File: src/shared/tpgc_pkg.sv
// constants shared by the tone pattern and gain control block
// ==========================================================
// Summary of operation
// - bit4 single/dual, bits3..1 pattern, bit0 run; all clear at reset
// - writing run=1, from 0 or 1, applies frequency choice and restarts
// - output other than gain only begins or changes on a control write
// - control write with run clear stops the tone, other bits ignored
// - pattern 000 sounds continuously until a stop command
// - pattern 001 alternates 31.25 ms tone and 31.25 ms silence
// - patterns 010, 011, 100 alternate 200, 250, 500 ms tone and silence
// - pattern 101 alternates one second tone with one second silence
// - pattern 111 gives one 200 ms burst then stays silent
// - pattern 110 plays 950, 1400, 1800 Hz for 333 ms each, 1 s silence
// - pattern 110 always runs in single tone mode
// - mode bit 1 sounds tone 1 and tone 2 together with the pattern
// - five-bit gain field sets attenuation of the generated tone
// - gain codes 0..30 give 0..-30 dB in 1 dB steps; 31 gives -38.5 dB
// - frequency choice is latched at once but used only at next start
// - dual pair in single mode sounds only tone 1
package tpgc_pkg;
    // register indices; byte address is four times the index
    localparam logic [3:0] IDX_FREQ = 4'h4;
    localparam logic [3:0] IDX_TONE_CTRL = 4'h5;
    localparam logic [3:0] IDX_TONE_LEVEL = 4'h7;
    localparam logic [3:0] IDX_STATUS = 4'h8;
    localparam logic [7:0] ADDR_FREQ = {2'h0, IDX_FREQ, 2'h0};
    localparam logic [7:0] ADDR_TONE_CTRL = {2'h0, IDX_TONE_CTRL, 2'h0};
    localparam logic [7:0] ADDR_TONE_LEVEL = {2'h0, IDX_TONE_LEVEL, 2'h0};
    localparam logic [7:0] ADDR_STATUS = {2'h0, IDX_STATUS, 2'h0};
    localparam logic [7:0] ADDR_WORD_MASK = 8'hFC;
    localparam logic [1:0] RESP_OKAY = 2'h0;
    localparam logic [1:0] RESP_SLVERR = 2'h2;
    // control field layout
    localparam int CTRL_RUN_BIT = 0;
    localparam int CTRL_PAT_LSB = 1;
    localparam int CTRL_MODE_BIT = 4;
    // status word layout
    localparam int STAT_RUNNING_BIT = 0;
    localparam int STAT_TONE1_BIT = 1;
    localparam int STAT_TONE2_BIT = 2;
    localparam int STAT_STEP_LSB = 3;
    localparam int STAT_FREQ_LSB = 5;
    localparam int STAT_LEVEL_LSB = 10;
    localparam int STAT_MODE_BIT = 15;
    localparam int STAT_PAT_LSB = 16;
    // reset values
    localparam logic [4:0] CTRL_RESET = 5'h00;
    localparam logic [4:0] LEVEL_RESET = 5'h14;
    localparam logic [4:0] FREQ_RESET = 5'h13;
    // pattern codes
    localparam logic [2:0] PAT_CONT = 3'h0;
    localparam logic [2:0] PAT_31MS = 3'h1;
    localparam logic [2:0] PAT_200MS = 3'h2;
    localparam logic [2:0] PAT_250MS = 3'h3;
    localparam logic [2:0] PAT_500MS = 3'h4;
    localparam logic [2:0] PAT_1S = 3'h5;
    localparam logic [2:0] PAT_TRIPLE = 3'h6;
    localparam logic [2:0] PAT_ONESHOT = 3'h7;
    // gain code with the extra-deep step, attenuation in half dB
    localparam logic [4:0] LEVEL_DEEP_CODE = 5'h1F;
    localparam logic [6:0] ATTEN_DEEP_HALF_DB = 7'h4D;
    localparam logic [6:0] ATTEN_RESET = {1'b0, LEVEL_RESET, 1'b0};
    // timing
    localparam int unsigned CLK_HZ = 20000000;
    localparam int unsigned FRAME_HZ = 8000;
    localparam int unsigned FRAME_PERIOD_CYCLES = CLK_HZ / FRAME_HZ;
    localparam int FRAME_CNT_W = 12;
    localparam real FRAME_US = 125.0;
    localparam real T_31MS_MS = 31.25;
    localparam real T_200MS_MS = 200.0;
    localparam real T_250MS_MS = 250.0;
    localparam real T_500MS_MS = 500.0;
    localparam real T_1S_MS = 1000.0;
    localparam real T_TRIPLE_MS = 333.0;
    localparam int INT_W = 14;
    localparam logic [13:0] CNT_31MS =
        14'(int'(T_31MS_MS * 1000.0 / FRAME_US));
    localparam logic [13:0] CNT_200MS =
        14'(int'(T_200MS_MS * 1000.0 / FRAME_US));
    localparam logic [13:0] CNT_250MS =
        14'(int'(T_250MS_MS * 1000.0 / FRAME_US));
    localparam logic [13:0] CNT_500MS =
        14'(int'(T_500MS_MS * 1000.0 / FRAME_US));
    localparam logic [13:0] CNT_1S =
        14'(int'(T_1S_MS * 1000.0 / FRAME_US));
    localparam logic [13:0] CNT_TRIPLE =
        14'(int'(T_TRIPLE_MS * 1000.0 / FRAME_US));
    localparam logic [1:0] TRIPLE_LAST = 2'h2;

    typedef enum logic [1:0] {
        ST_IDLE,
        ST_TONE,
        ST_GAP
    } tpgc_phase_type;
endpackage

File: src/design/tpgc_frame_divider.sv
// frame rate enable divider for the tone pattern block
`timescale 1ns/10ps
module tpgc_frame_divider
    import tpgc_pkg::*;
#(
    parameter int unsigned PERIOD = FRAME_PERIOD_CYCLES
) (
    input wire logic aclk,
    input wire logic aresetn,
    output logic tick
);
    localparam logic [FRAME_CNT_W-1:0] LAST = FRAME_CNT_W'(PERIOD - 1);

    typedef struct packed {
        logic [FRAME_CNT_W-1:0] count;
        logic tick;
    } tpgc_div_type;

    tpgc_div_type q;
    tpgc_div_type n;

    // ==========================================================
    // counter
    always_comb begin
        n = q;
        n.tick = 1'b0;
        if (q.count == LAST) begin
            n.count = '0;
            n.tick = 1'b1;
        end else begin
            n.count = q.count + 1'b1;
        end
    end

    always_ff @(posedge aclk) begin
        if (!aresetn) begin
            q <= '0;
        end else begin
            q <= n;
        end
    end

    assign tick = q.tick;
endmodule

File: src/design/tpgc_top.sv
// tone pattern and gain control with an AXI4-Lite register slave
`timescale 1ns/10ps
module tpgc_top
    import tpgc_pkg::*;
#(
    parameter int unsigned FRAME_CYCLES = FRAME_PERIOD_CYCLES
) (
    input wire logic aclk,
    input wire logic aresetn,
    input wire logic [7:0] s_axi_awaddr,
    input wire logic s_axi_awvalid,
    output logic s_axi_awready,
    input wire logic [31:0] s_axi_wdata,
    input wire logic [3:0] s_axi_wstrb,
    input wire logic s_axi_wvalid,
    output logic s_axi_wready,
    output logic [1:0] s_axi_bresp,
    output logic s_axi_bvalid,
    input wire logic s_axi_bready,
    input wire logic [7:0] s_axi_araddr,
    input wire logic s_axi_arvalid,
    output logic s_axi_arready,
    output logic [31:0] s_axi_rdata,
    output logic [1:0] s_axi_rresp,
    output logic s_axi_rvalid,
    input wire logic s_axi_rready,
    output logic tone1_on,
    output logic tone2_on,
    output logic [4:0] tone_freq_sel,
    output logic [1:0] triple_step,
    output logic [6:0] tone_atten_half_db
);

    typedef struct packed {
        logic awready;
        logic wready;
        logic aw_have;
        logic [7:0] awaddr;
        logic w_have;
        logic [4:0] wdata;
        logic wstrb0;
        logic bvalid;
        logic [1:0] bresp;
        logic arready;
        logic rvalid;
        logic [31:0] rdata;
        logic [1:0] rresp;
        logic [4:0] freq_reg;
        logic [4:0] ctrl_reg;
        logic [4:0] level_reg;
        tpgc_phase_type phase;
        logic [INT_W-1:0] interval;
        logic [1:0] step;
        logic app_mode;
        logic [2:0] app_pattern;
        logic [4:0] app_freq;
        logic [4:0] app_level;
        logic tone1;
        logic tone2;
        logic [1:0] triple_out;
        logic [6:0] atten;
    } tpgc_state_type;

    localparam tpgc_state_type STATE_RESET = '{
        awready: 1'b0,
        wready: 1'b0,
        aw_have: 1'b0,
        awaddr: 8'h00,
        w_have: 1'b0,
        wdata: 5'h00,
        wstrb0: 1'b0,
        bvalid: 1'b0,
        bresp: RESP_OKAY,
        arready: 1'b0,
        rvalid: 1'b0,
        rdata: 32'h00000000,
        rresp: RESP_OKAY,
        freq_reg: FREQ_RESET,
        ctrl_reg: CTRL_RESET,
        level_reg: LEVEL_RESET,
        phase: ST_IDLE,
        interval: 14'h0000,
        step: 2'h0,
        app_mode: 1'b0,
        app_pattern: PAT_CONT,
        app_freq: FREQ_RESET,
        app_level: LEVEL_RESET,
        tone1: 1'b0,
        tone2: 1'b0,
        triple_out: 2'h0,
        atten: ATTEN_RESET
    };

    tpgc_state_type q;
    tpgc_state_type n;
    logic frame_tick;
    logic [31:0] status_word;
    logic [7:0] wr_addr;
    logic [7:0] rd_addr;
    logic wr_go;
    logic ctrl_wr;
    logic run_req;
    logic mode_req;
    logic [2:0] pat_req;

    // ==========================================================
    // frame rate enable
    tpgc_frame_divider #(
        .PERIOD(FRAME_CYCLES)
    ) u_frame_divider (
        .aclk(aclk),
        .aresetn(aresetn),
        .tick(frame_tick)
    );

    // ==========================================================
    // interval lengths, loaded as count minus one
    function automatic logic [INT_W-1:0] tone_len(input logic [2:0] pat);
        case (pat)
            PAT_31MS: tone_len = CNT_31MS - 14'h0001;
            PAT_200MS: tone_len = CNT_200MS - 14'h0001;
            PAT_250MS: tone_len = CNT_250MS - 14'h0001;
            PAT_500MS: tone_len = CNT_500MS - 14'h0001;
            PAT_1S: tone_len = CNT_1S - 14'h0001;
            PAT_TRIPLE: tone_len = CNT_TRIPLE - 14'h0001;
            PAT_ONESHOT: tone_len = CNT_200MS - 14'h0001;
            default: tone_len = 14'h0000;
        endcase
    endfunction

    function automatic logic [INT_W-1:0] gap_len(input logic [2:0] pat);
        if (pat == PAT_TRIPLE) begin
            gap_len = CNT_1S - 14'h0001;
        end else begin
            gap_len = tone_len(pat);
        end
    endfunction

    // gain code to attenuation in half dB
    function automatic logic [6:0] level_atten(input logic [4:0] code);
        if (code == LEVEL_DEEP_CODE) begin
            level_atten = ATTEN_DEEP_HALF_DB;
        end else begin
            level_atten = {1'b0, code, 1'b0};
        end
    endfunction

    // ==========================================================
    // status word
    always_comb begin
        status_word = 32'h00000000;
        status_word[STAT_RUNNING_BIT] = (q.phase != ST_IDLE);
        status_word[STAT_TONE1_BIT] = q.tone1;
        status_word[STAT_TONE2_BIT] = q.tone2;
        status_word[STAT_STEP_LSB +: 2] = q.triple_out;
        status_word[STAT_FREQ_LSB +: 5] = q.app_freq;
        status_word[STAT_LEVEL_LSB +: 5] = q.app_level;
        status_word[STAT_MODE_BIT] = q.app_mode;
        status_word[STAT_PAT_LSB +: 3] = q.app_pattern;
    end

    // ==========================================================
    // fields of the held control write
    always_comb begin
        run_req = q.wdata[CTRL_RUN_BIT];
        mode_req = q.wdata[CTRL_MODE_BIT];
        pat_req = q.wdata[CTRL_PAT_LSB +: 3];
    end

    // ==========================================================
    // next state
    always_comb begin
        n = q;
        wr_go = 1'b0;
        ctrl_wr = 1'b0;
        wr_addr = q.awaddr & ADDR_WORD_MASK;
        rd_addr = s_axi_araddr & ADDR_WORD_MASK;

        // write channel capture, in either order
        if (s_axi_awvalid && q.awready) begin
            n.aw_have = 1'b1;
            n.awaddr = s_axi_awaddr;
        end
        if (s_axi_wvalid && q.wready) begin
            n.w_have = 1'b1;
            n.wdata = s_axi_wdata[4:0];
            n.wstrb0 = s_axi_wstrb[0];
        end

        // write execution once both halves are held; a second write
        // waits until the previous response has been taken
        if (q.aw_have && q.w_have && !q.bvalid) begin
            wr_go = 1'b1;
            n.bvalid = 1'b1;
            n.bresp = RESP_OKAY;
            case (wr_addr)
                ADDR_FREQ: begin
                    if (q.wstrb0) begin
                        n.freq_reg = q.wdata;
                    end
                end
                ADDR_TONE_CTRL: begin
                    if (q.wstrb0) begin
                        n.ctrl_reg = q.wdata;
                    end
                end
                ADDR_TONE_LEVEL: begin
                    if (q.wstrb0) begin
                        n.level_reg = q.wdata;
                    end
                end
                ADDR_STATUS: begin
                    n.bresp = RESP_OKAY;
                end
                default: begin
                    n.bresp = RESP_SLVERR;
                end
            endcase
        end
        // only a stored control byte may start or stop the tone
        ctrl_wr = wr_go && q.wstrb0 && (wr_addr == ADDR_TONE_CTRL);
        if (q.bvalid && s_axi_bready) begin
            n.bvalid = 1'b0;
            n.aw_have = 1'b0;
            n.w_have = 1'b0;
        end

        // read channel
        if (q.rvalid && s_axi_rready) begin
            n.rvalid = 1'b0;
        end
        if (s_axi_arvalid && q.arready) begin
            n.rvalid = 1'b1;
            n.rresp = RESP_OKAY;
            n.rdata = 32'h00000000;
            case (rd_addr)
                ADDR_STATUS: begin
                    n.rdata = status_word;
                end
                ADDR_FREQ, ADDR_TONE_CTRL, ADDR_TONE_LEVEL: begin
                    n.rdata = 32'h00000000;
                end
                default: begin
                    n.rresp = RESP_SLVERR;
                end
            endcase
        end

        // pattern sequencing on frame ticks
        // a continuous tone never counts down
        if (frame_tick && q.phase != ST_IDLE
                && q.app_pattern != PAT_CONT) begin
            if (q.interval != 14'h0000) begin
                n.interval = q.interval - 14'h0001;
            end else begin
                case (q.phase)
                    ST_TONE: begin
                        if (q.app_pattern == PAT_ONESHOT) begin
                            n.phase = ST_IDLE;
                        end else if (q.app_pattern == PAT_TRIPLE
                                && q.step != TRIPLE_LAST) begin
                            n.step = q.step + 2'h1;
                            n.interval = tone_len(q.app_pattern);
                        end else begin
                            n.phase = ST_GAP;
                            n.interval = gap_len(q.app_pattern);
                        end
                    end
                    ST_GAP: begin
                        n.phase = ST_TONE;
                        n.step = 2'h0;
                        n.interval = tone_len(q.app_pattern);
                    end
                    default: begin
                        n.phase = ST_IDLE;
                    end
                endcase
            end
        end

        // start or stop; only a control write alters the tone
        if (ctrl_wr) begin
            if (run_req) begin
                // frequency choice taken here; later writes wait
                n.app_freq = q.freq_reg;
                n.app_mode = mode_req;
                n.app_pattern = pat_req;
                n.phase = ST_TONE;
                n.step = 2'h0;
                n.interval = tone_len(pat_req);
            end else begin
                n.phase = ST_IDLE;
            end
        end

        // gain follows the level register each frame
        // so a new code needs no start command
        if (frame_tick) begin
            n.app_level = q.level_reg;
        end

        // registered outputs
        n.awready = !n.aw_have;
        n.wready = !n.w_have;
        n.arready = !n.rvalid;
        n.tone1 = (n.phase == ST_TONE);
        n.tone2 = (n.phase == ST_TONE) && n.app_mode
            && (n.app_pattern != PAT_TRIPLE);
        if (n.phase == ST_TONE && n.app_pattern == PAT_TRIPLE) begin
            n.triple_out = n.step + 2'h1;
        end else begin
            n.triple_out = 2'h0;
        end
        n.atten = level_atten(n.app_level);
    end

    // ==========================================================
    // state register
    always_ff @(posedge aclk) begin
        if (!aresetn) begin
            q <= STATE_RESET;
        end else begin
            q <= n;
        end
    end

    // ==========================================================
    // outputs
    assign s_axi_awready = q.awready;
    assign s_axi_wready = q.wready;
    assign s_axi_bvalid = q.bvalid;
    assign s_axi_bresp = q.bresp;
    assign s_axi_arready = q.arready;
    assign s_axi_rvalid = q.rvalid;
    assign s_axi_rdata = q.rdata;
    assign s_axi_rresp = q.rresp;
    assign tone1_on = q.tone1;
    assign tone2_on = q.tone2;
    assign tone_freq_sel = q.app_freq;
    assign triple_step = q.triple_out;
    assign tone_atten_half_db = q.atten;
endmodule

File: config.mk
export PLATFORM = sky130hd
export DESIGN_NAME = tpgc_top
export DESIGN_NICKNAME = d
export VERILOG_FILES = /design/src/shared/tpgc_pkg.sv /design/src/design/tpgc_frame_divider.sv /design/src/design/tpgc_top.sv
export SDC_FILE = /design/constraint.sdc
export NUM_CORES = 1
export LEC_CHECK = 0
export BUFFER_PORTS_ARGS = -buffer_cell sky130_fd_sc_hd__buf_4
export CORE_MARGIN = 2
export CORE_UTILIZATION = 55
export DETAILED_ROUTE_END_ITERATION = 8
export GPL_TIMING_DRIVEN = 1
export PLACE_DENSITY = 0.8
export SLEW_MARGIN = 15
export SYNTH_ARGS = -nofsm -noshare
export SYNTH_HDL_FRONTEND = slang
export SYNTH_HIERARCHICAL = 1
export SYNTH_SLANG_ARGS = --single-unit
File: constraint.sdc
create_clock -name aclk -period 6.4 [get_ports aclk]
set_input_delay 0.32 -clock aclk [delete_from_list [all_inputs] [get_ports aclk]]
set_output_delay 0.32 -clock aclk [all_outputs]
set_load 0.01 [all_outputs]
== Word-level counts from Yosys, hierarchy flattened ==
Index checks and enable logic that the tools add are counted.
W data, S select, Z words.

* Word-level logic and storage cells: 129
* Bits of input ports: 59
* Output and inout bits: 57
* Flip-flop bits (word level): 123

* Reductions and logical operators: 33
* Bitwise operators: 1
* Add/sub/neg operators: 4
* Mux-type cells: 32
* Equality and inequality tests: 30

{| class="wikitable"
|+ Operators by type and width
! cell !! number
|-
| $pmux W13 S6 || 3
|-
| $pmux W13 S5 || 1
|-
| $mux W14 || 3
|-
| $eq A6 B3 Y1 const B || 6
|-
| $mux W35 || 1
|-
| $pmux W16 S2 || 1
|-
| $eq A3 B3 Y1 const B || 9
|-
| $mux W27 || 1
|-
| $mux W25 || 1
|-
| $mux W19 || 1
|-
| $mux W18 || 1
|-
| $mux W16 || 1
|-
| $logic_and A1 B1 Y1 || 15
|-
| $mux W2 || 7
|-
| $mux W7 || 2
|-
| $reduce_bool A14 Y1 || 1
|-
| $sub A14 B1 Y14 const B || 1
|-
| $add A12 B1 Y12 const B || 1
|-
| $eq A12 B12 Y1 const B || 1
|-
| $eq A3 B2 Y1 const B || 4
|-
| $eq A6 B4 Y1 const B || 2
|-
| $reduce_or A2 Y1 || 5
|-
| $mux W9 || 1
|-
| $reduce_or A4 Y1 || 2
|-
| 16 further kinds || 29
|}

== Depth between registers and ports, before layout ==
Gate-level depths: netlist (run 1).

* Word-level depth: 13
* Depth in mapped cells: 9

== By module ==
Netlist (run 1), hierarchy kept.

{| class="wikitable"
|+ By module, submodules not included
! module !! sequential area each (µm²) !! area each (µm²) !! cells an instance !! times used
|-
| tpgc_top || 1841.8 || 4949.7 || 630 || 1
|-
| tpgc_frame_divider || 260.2 || 584.3 || 62 || 1
|}

== Worst setup path before layout (run 1) ==
OpenSTA, ideal clock, no wires.

* Kind: reg2reg
* From: register q[21] (netlist name)
* To: register q, in the netlist triple_step[1]
* Slack: 4.172 ns
* Arrival: 2.111 ns
* Data required time: 6.283 ns
* Library setup time: 0.117 ns
* Path buffers: 1
* Clock period less this slack: 2.228 ns
* Cell stages (with the launch flop): 9
* Path through: dfxtp_1 -> ha_1 -> clkbuf_1 -> or3b_1 -> or4b_1 -> nor3_1 -> a21o_1 -> nand2_1 -> and4bb_1

* Word-level cells in the longest chain between the ends: 11
* Elaborated cells on any way between the ends: 21
* Classes of those cells: add/sub (1); eq/ne (4); mux (11); reduce/logical (5)

{| class="wikitable"
|+ RTL lines
! what !! line !! text
|-
| from (decl) || tpgc_top.sv:94 || <nowiki>tpgc_state_type q;</nowiki>
|-
| from (signal assigned) || tpgc_top.sv:323 || <nowiki>q <= n;</nowiki>
|-
| parallel branches: the longest is 7 deep, another holds $mux W25 || n/a ||
|-
| $mux W27 (*) || tpgc_top.sv:282 || <nowiki>if (ctrl_wr) begin</nowiki>
|-
| $eq A2 B1 Y1 || tpgc_top.sv:309 || <nowiki>if (n.phase == ST_TONE && n.app_pattern == PAT_TRIPLE) begin</nowiki>
|-
| $logic_and A1 B1 Y1 || tpgc_top.sv:309 ||
|-
| $reduce_and A2 Y1 (no line) || n/a ||
|}

Every way passes the cells marked *.
A chain may end at the register's enable or synchronous reset.

== Final worst setup path (run 1) ==
* From: register q[108] (netlist name)
* To: register q, in the netlist triple_step[1]

* Word-level cells in the longest chain between the ends: 6
* Elaborated cells on any way between the ends: 8
* Classes of those cells: add/sub (1); eq/ne (3); mux (1); reduce/logical (3)

{| class="wikitable"
|+ RTL lines
! what !! line !! text
|-
| $eq A6 B3 Y1 (*) || tpgc_top.sv:221 || <nowiki>ctrl_wr = wr_go && q.wstrb0 && (wr_addr == ADDR_TONE_CTRL);</nowiki>
|-
| $logic_and A1 B1 Y1 (*) || tpgc_top.sv:221 ||
|-
| $mux W27 (*) || tpgc_top.sv:282 ||
|-
| $eq A3 B3 Y1 or $eq A2 B1 Y1 (tied branches) || tpgc_top.sv:309 ||
|-
| $logic_and A1 B1 Y1 || tpgc_top.sv:309 ||
|-
| $reduce_and A2 Y1 (no line) || n/a ||
|}

Every way passes the cells marked *; elsewhere a longest branch is shown, timed or not.

==> impl_metrics.tcl, run 1 <==
set metrics [dict create \
    wire_per_inst_um 15.8 \
    die_height_um 104 \
    wl_met1_um 5710 \
    worstPathRequired_ns 6.67 \
    gp_congestion 0.940 \
    syn2layout_area_growth_pct 6.67 \
    yosysTopAreaCell "dfxtp_1" \
    power_mw 1.12 \
    rsz0062_at_grt "no" \
    path_clk_slew_ns 0.10 \
    hp-class "in -> reg" \
    top_layer "met4" \
    critical_path_buf_inv_count 0 \
    die_area_mm2 0.0109 \
    antenna_found_initial 0 \
    max_freq_mhz 353 \
    grt_pass1_wl_um 21300 \
    seq_area_frac_synth_pct 38.0 \
    cts.root.buffer_cell "clkbuf_8" \
    crit_fanout 22 \
    postCtsResizedCells 0 \
    p_clk_share_pct 33.8 \
    synthFlopType "dfxtp_1" \
    synthTopCellsByArea "dfxtp_1 (38%), a21oi_1 (7.1%), buf_4 (6.8%)" \
    final_max_slew_viol_count 0 \
    fin_crit_sh_pct 44.3 \
    r2r-end "triple_step[1]" \
    tightestPinTransition_ns 0.964 \
    die_w_um 104 \
    r2r_slack_ns 3.57 \
    cts_tree "built" \
    dr.pass1.iters 5 \
    fin_skew_ns 0.00825 \
    wl_um 13100 \
    core_mm2 0.00977 \
    path_class "reg -> reg" \
    crit_chain "nor4bb_1 -> nand3_1 -> and3_1 -> a21oi_1 -> nor3b_2 -> and4bb_1" \
    power_frac_comb_pct 5.8 \
    grt_overflow_total 0 \
    synth_common_cells "dfxtp_1 (105), nand2_1 (89), a21oi_1 (79)" \
    crit_path_start "q[108]" \
    viasPerCell 5.92 \
    yosysMostFrequentCell "dfxtp_1" \
    placementRows 36 \
    synth-seq-cells 105 \
    avgSynthCellArea_um2 8.00 \
    finalHoldViolCount 0 \
    fillers 861 \
    peakVddDrop_v 0.000114 \
    cts_made_buffers 9 \
    track_usage_pct 23.4 \
    final_nets 765 \
    max_stage_delay_ns 0.81 \
    dp_hpwl_um 9340 \
    p_switching_uw 277 \
    insertion_delay_ns 0.36 \
    arrival_ns 3.10 \
    cp_top_family "simple AND/OR/NAND/NOR gates" \
    yosys_warnings 6 \
    async_flop_share_pct 0 \
    grt_start_max_net_pins 59 \
    internal-power_uw 841 \
    clock-sinks 105 \
    syn_inst 692 \
    holdBufCountCts 0 \
    grt_pass1_vias 4493 \
    ios 116 \
    antenna_left 0 \
    drtIter0Drc 477 \
    swShare_pct 24.8 \
    synth-edff-count 0 \
    vias 4932 \
    outcome "finished, final reports clean" \
    htreeDepth 3 \
    wl_met3_um 983 \
    slowest_stage "nand3_1" \
    slew_headroom_pct 35.6 \
    r2r-start "q[108]" \
    power_density_mw_per_mm2 189 \
    wl_met2_um 6180 \
    p_leak_nw 2.24 \
    synth_cell_type_count 75 \
    cts_buffer_depth 2 \
    setup_viol 0 \
    cap_violations 0 \
    netlist.area_leader.share_pct 38.0 \
    min_period_ns 2.83 \
    cp-end-kind "flip-flop" \
    portBuffers 66 \
    p_seq_share_pct 60.4 \
    post-cts-setup-buffers 0 \
    reg2reg_depth 6 \
    drive_gt1_share_pct 14.1 \
    setup.worst_path.end "triple_step[1]" \
    antenna_cells 0 \
    critPathLaunchType "flip-flop" \
    drc_errors 0 \
    synth_area_mm2 0.00553 \
    start_util_pct 56.6 \
    path_depth 6 \
    setup_tns_ns 0 \
]
[sequential cells by signal, indices dropped and copies added (netlist names)]
name	flops
q	47
s_axi_rdata	19
u_frame_divider/q	12
tone_atten_half_db	6
tone_freq_sel	5
pat_req	3
triple_step	2
mode_req	1
s_axi_arready	1
s_axi_awready	1
s_axi_bresp	1
s_axi_bvalid	1
s_axi_rresp	1
s_axi_rvalid	1
s_axi_wready	1
tone1_on	1
tone2_on	1
u_frame_divider/tick	1
[layout make-up]
| cell class | count | area, µm² | area share, % |
|---|---|---|---|
| Clock inverter | 6 | 40.0 | 0.678 |
| Clock buffer | 10 | 138 | 2.33 |
| Tap cell | 133 | 166 | 2.82 |
| Inverter | 16 | 60.1 | 1.02 |
| Timing Repair Buffer | 68 | 510 | 8.65 |
| Multi-Input combinational cell | 495 | 2890 | 48.9 |
| Sequential cell | 105 | 2100 | 35.6 |
[kinds of logic after synthesis]
| kind of cell | share of synthesized area [%] |
|---|---|
| buf+inv | 10.8 |
| simple gates | 27.2 |
| flops | 38.0 |
| fa+ha+maj | 2.49 |
| compound gates | 17.7 |
| xor+xnor | 0.633 |
| mux | 3.10 |
| other cells | 0.0678 |
[metrics by stage]
stage	utilization (%)	setup WS, ns	cell area [µm²]	std cells	hold slack (ns)
6_report	60.4	3.57	5900	833	0.209
2_1_floorplan	-	4.17	5590	706	0.432
3_5_place_dp	58.6	3.66	5730	817	0.446
4_1_cts	60.4	3.65	5900	833	0.197
5_1_grt	60.4	3.37	5900	833	0.197
3_3_place_gp	58.6	3.86	5730	817	0.438
[how the worst min path moves through the flow]
stage,start,endpoint,cells after the start
finish,s_axi_awaddr[5],q[109],3
global placement,s_axi_rdata[5],s_axi_rdata[5],2
global route,s_axi_awaddr[5],q[109],3
detailed placement,s_axi_rdata[5],s_axi_rdata[5],2
CTS,s_axi_awaddr[5],q[109],3
floorplan,q[97],q[97],2
[worst register-to-register path, cell delays in order (launching register included)]
cell and delay (ns):
dfxtp_1 0.41, nor4bb_1 0.55, nand3_1 0.81, and3_1 0.46
a21oi_1 0.22, nor3b_2 0.09, and4bb_1 0.20
[layer usage]
| layer | vias up | GRT usage (%) |
|---|---|---|
| met5 | - | 0 |
| met4 | 0 | 8.11 |
| met3 | 27 | 4.70 |
| met2 | 229 | 38.9 |
| met1 | 2277 | 30.2 |
| li1 | 2399 | - |
[placed cells by master (no fill, tap or decap), drive strengths merged, types with 13 or more instances in the layout]
cell type	netlist	final
a21oi	79	79
buf	57	68
conb	1	15
dfxtp	105	105
inv	16	18
mux2i	16	16
nand2	89	89
nand3	46	46
nor2	44	44
nor3	24	24
o21ai	27	27
or3	13	13
[power by group through the flow]
stage	logic, mW	registers (mW)	clock network, mW
finish	0.0649	0.675	0.378
global route	0.0716	0.677	0.408
floorplan	0.0517	0.684	0
global placement	0.0622	0.689	0
detailed placement	0.0641	0.690	0
CTS	0.0645	0.675	0.382
Note: power is estimated with default switching activity, not from simulation.
==> run 2: changes to the inputs <==
clock period = 2.95 ns   (was 6.4 ns; I/O delays follow)
==> run 2 against run 1 <==
Compared with the run above:
- worst hold slack got worse by 0.17 ns
- die area unchanged
- sequential power increased by 120%
- highest routed layer unchanged
==> impl_metrics.tcl, run 2 (synthesis gave the netlist of run 1 again) <==
set metrics [dict create \
    p_switching_uw 624 \
    internal-power_mw 1.90 \
    syn2layout_area_growth_pct 8.18 \
    gp_congestion 0.925 \
    worstHoldEndpoint "q[97]" \
    cts_made_buffers 9 \
    clock-sinks 105 \
    tightestPinTransition_ns 0.716 \
    power_frac_comb_pct 5.5 \
    r2r-start "q[21]" \
    holdBufCountCts 0 \
    viasPerCell 5.85 \
    post-cts-setup-buffers 0 \
    reg2reg_depth 8 \
    grt_pass1_vias 4503 \
    cts_buffer_depth 2 \
    swShare_pct 24.7 \
    dr.pass1.iters 5 \
    critPathLaunchType "flip-flop" \
    hp-class "in -> reg" \
    drc_errors 0 \
    htreeDepth 3 \
    antenna_cells 0 \
    outcome "finished, final reports clean" \
    largest_reg_flops 47 \
    vias 4915 \
    grt_pass1_wl_um 21300 \
    grt_start_max_net_pins 59 \
    finalHoldViolCount 0 \
    pre_cts_slack_ns 0.429 \
    final_max_slew_viol_count 0 \
    finalNonFillerCells 840 \
    dp.cells 824 \
    track_usage_pct 23.4 \
    hold-path-cell-count 3 \
    fin_crit_sh_pct 85.9 \
    setup_tns_ns 0 \
    peakVddDrop_v 0.000310 \
    layout_common_cells "dfxtp_1 (105), nand2_1 (89), a21oi_1 (79), buf_4 (75), nand3_1 (45)" \
    drtIter0Drc 385 \
    grt_overflow_total 0 \
    antenna_left 0 \
    cts.root.buffer_cell "clkbuf_8" \
    power_density_mw_per_mm2 421 \
    die_height_um 104 \
    ios 116 \
    slew_headroom_pct 52.3 \
    die_area_mm2 0.0109 \
    p_clk_share_pct 36.4 \
    final_nets 772 \
    wire_per_inst_um 15.2 \
    max_freq_mhz 395 \
    arrival_ns 2.80 \
    final_common_cell "dfxtp_1" \
    r2r_slack_ns 0.42 \
    fin_skew_ns 0.00895 \
    fin_ws_ns 0.417 \
    min_period_ns 2.53 \
    r2r-end "triple_step[1]" \
    p_leak_nw 2.29 \
    crit_fanout 12 \
    p_seq_share_pct 58.0 \
    worstPathRequired_ns 3.22 \
    cap_violations 0 \
    postCtsResizedCells 0 \
    wl_um 12800 \
    top_register "q" \
    portBuffers 66 \
    path_clk_slew_ns 0.10 \
    setup_viol 0 \
    rsz0062_at_grt "no" \
    start_util_pct 56.6 \
    core_mm2 0.00977 \
    insertion_delay_ns 0.37 \
    cts_tree "built" \
    die_w_um 104 \
    cp-end-kind "flip-flop" \
    placementRows 36 \
    drive_gt1_share_pct 15.0 \
    dp_hpwl_um 9310 \
    antenna_found_initial 0 \
    path_class "reg -> reg" \
    hp-start "s_axi_wstrb[0]" \
]
-- run 2: cell type report --
class                   count  area, µm²
clock inverters             7       85.1
inverters                  16       60.1
well taps                 133        166
multi-input cells         495       2890
clock buffers               9        124
flip-flops and latches    105       2100
repair buffers             75        563
fillers                   851       3790
-- run 2: how the worst max path moves through the flow --
| stage | from | to | slack [ns] | cells past startpoint |
|---|---|---|---|---|
| floorplan | q[21] | triple_step[1] | 0.72 | 8 |
| global placement | q[21] | triple_step[1] | 0.48 | 8 |
| finish | q[21] | triple_step[1] | 0.42 | 8 |
| CTS | q[21] | triple_step[1] | 0.42 | 8 |
| detailed placement | q[21] | triple_step[1] | 0.43 | 8 |
| global route | q[21] | triple_step[0] | 0.17 | 8 |
-- run 2: routing by layer --
metal  part of all wire [%]  routed length [µm]  vias to the layer above  GRT usage (%)
li1                       -                   -                     2413              -
met1                     44                5620                     2275           30.0
met2                     48                6070                      204           39.5
met3                    6.7                 860                       23           4.89
met4                    1.7                 222                        0           7.05
met5                      0                   0                        -              0
-- run 2: critical path, cell delays in order (launching register included) --
cell      delay (ns)
dfxtp_1         0.38
inv_1           0.12
ha_1            0.41
or3b_1          0.41
or4b_1          0.50
nor3_1          0.25
a21o_1          0.14
nand2_1         0.05
and4bb_1        0.19
-- run 2: power by group through the flow --
stage / Combinational (mW) / Sequential [mW] / Clock (mW)
4_1_cts: 0.139 / 1.46 / 0.939
6_report: 0.140 / 1.46 / 0.919
5_1_grt: 0.154 / 1.47 / 0.992
3_5_place_dp: 0.139 / 1.50 / 0
2_1_floorplan: 0.112 / 1.48 / 0
3_3_place_gp: 0.134 / 1.49 / 0
-- run 2: stage by stage --
stage	power [mW]	hold WS, ns	utilization [%]	instance area, µm²
floorplan	1.60	0.265	-	5590
global placement	1.63	0.416	59.1	5780
detailed placement	1.64	0.420	59.1	5780
CTS	2.54	0.0235	61.3	5990
global route	2.61	0.0173	61.3	5990
finish	2.52	0.0365	61.3	5990
==> run 3: changes to the inputs <==
RECOVER_POWER = 100   (was unset)
==> run 3 against run 2 <==
Compared with the run above:
- the flow now finishes with violations (max-capacitance violations, max-slew violations)
- cell count is the same
- maximum frequency decreased by 2.2%
- critical path depth unchanged
- cell area down 3.1%
- clock power barely moved
- via count is 0.26% lower
- non-clock buffer count stayed put
- first-iteration DRC count shrank 4.7%
==> impl_metrics.tcl, run 3 (synthesis gave the netlist of run 1 again) <==
set metrics [dict create \
    outcome "finished, violations left" \
    violations "max-capacitance violations, max-slew violations" \
    slew_headroom_pct -65.4 \
    p_leak_nw 2.10 \
    holdBufCountCts 0 \
    p_switching_uw 624 \
    path_depth 8 \
    final_nets 772 \
    cts_tree "built" \
    postCtsResizedCells 0 \
    grt_overflow_total 0 \
    wire_per_inst_um 15.3 \
    wl_um 12800 \
    rsz0062_at_grt "no" \
    antenna_left 0 \
    cts.root.buffer_cell "clkbuf_8" \
    dr.pass1.iters 5 \
    internal-power_mw 1.89 \
    ios 116 \
    arrival_ns 2.84 \
    slowest_stage "dfxtp_1" \
    fillers 908 \
    clock-sinks 105 \
    drive_gt1_share_pct 8.35 \
    fin_crit_sh_pct 87.8 \
    finalNonFillerCells 840 \
    path_class "reg -> reg" \
    power_mw 2.52 \
    cts_buffer_depth 2 \
    power_frac_comb_pct 5.3 \
    top_register "q" \
    die_area_mm2 0.0109 \
    swShare_pct 24.8 \
    path_clk_slew_ns 0.10 \
    peakVddDrop_v 0.000302 \
    dp.cells 824 \
    portBuffers 66 \
    finalHoldViolCount 0 \
    setup_viol 0 \
    final_common_cell "dfxtp_1" \
    critPathLaunchType "flip-flop" \
    critical_path_buf_inv_count 1 \
    cp_top_family "simple AND/OR/NAND/NOR gates" \
    drc_errors 0 \
    hp-class "in -> reg" \
    post-cts-setup-buffers 0 \
    grt_pass1_wl_um 21300 \
    hold-path-cell-count 3 \
    fin_skew_ns 0.00900 \
    layout_common_cells "dfxtp_1 (105), nand2_1 (89), a21oi_1 (79), nand3_1 (45), clkbuf_1 (45)" \
    gp_congestion 0.925 \
    worstPathRequired_ns 3.20 \
    cap_violations 1 \
    crit_fanout 13 \
    cts_made_buffers 9 \
    cp-end-kind "flip-flop" \
    die_w_um 104 \
    insertion_delay_ns 0.37 \
    max_stage_delay_ns 0.44 \
    viasPerCell 5.84 \
    p_clk_share_pct 36.5 \
    antenna_cells 0 \
    die_height_um 104 \
    final_max_slew_viol_count 59 \
    drtIter0Drc 367 \
    antenna_found_initial 0 \
    syn2layout_area_growth_pct 4.82 \
    grt_pass1_vias 4503 \
    htreeDepth 3 \
    min_period_ns 2.59 \
    track_usage_pct 23.4 \
    max_freq_mhz 386 \
    grt_start_max_net_pins 59 \
    power_density_mw_per_mm2 434 \
    p_seq_share_pct 58.2 \
    largest_reg_flops 47 \
    vias 4902 \
    dp_hpwl_um 9310 \
    crit_chain "ha_1 -> clkbuf_1 -> nand4bb_1 -> nor3_1 -> nor2_1 -> a22oi_1 -> or3_1 -> a221oi_1" \
    tightestPinTransition_ns 2.48 \
    utilization_pct 59.3 \
    reg2reg_depth 8 \
    start_util_pct 56.6 \
    placementRows 36 \
    setup_tns_ns 0 \
    core_mm2 0.00977 \
]
## run 3: cell types whose count changed in the layout (fill, tap and decap cells not counted), sizes merged
cell / change
buf: -45
clkbuf: +45
## run 3: power by group through the flow
stage	logic [mW]	clock network (mW)	registers [mW]
final	0.133	0.919	1.46
after global routing	0.147	0.992	1.47
after CTS	0.139	0.939	1.46
after detailed placement	0.139	0	1.50
after global placement	0.134	0	1.49
after floorplan	0.112	0	1.48
## run 3: final timing paths
check,start,endpoint,slack [ns]
setup / recovery,q[22],q[30],0.36
hold reg to reg,s_axi_rdata[3],s_axi_rdata[3],0.46
setup reg to reg,q[22],q[30],0.36
hold / removal,s_axi_awaddr[6],q[110],0.03
## run 3: through the flow
stage	setup WS, ns	cell area (µm²)	hold WS [ns]
finish	0.360	5800	0.0340
global route	0.167	5800	0.0173
CTS	0.422	5990	0.0235
detailed placement	0.429	5780	0.420
global placement	0.483	5780	0.416
floorplan	0.722	5590	0.265
## run 3: final cells by class
cell class / count / area (µm²) / area share, %
clock buffer: 9 / 124 / 2.14
clock inverter: 7 / 85.1 / 1.47
inverter: 16 / 60.1 / 1.04
multi-input combinational: 495 / 2870 / 49.5
sequential: 105 / 2100 / 36.2
tap: 133 / 166 / 2.87
timing repair buffer: 75 / 394 / 6.79
## run 3: per-layer routing
layer,global-route usage (%),vias up,part of all wire (%)
met3,4.89,25,6.7
met5,0,-,0
met4,7.05,0,1.7
li1,-,2413,-
met1,30.0,2269,44
met2,39.5,195,47
## run 3: tightest hold or removal path: cells and delay by family
kind / cells / cell delay [ns]
AOI/OAI and AO/OA: 1 / 0.05
buffers and inverters: 1 / 0.11
and+or+nand+nor: 1 / 0.06
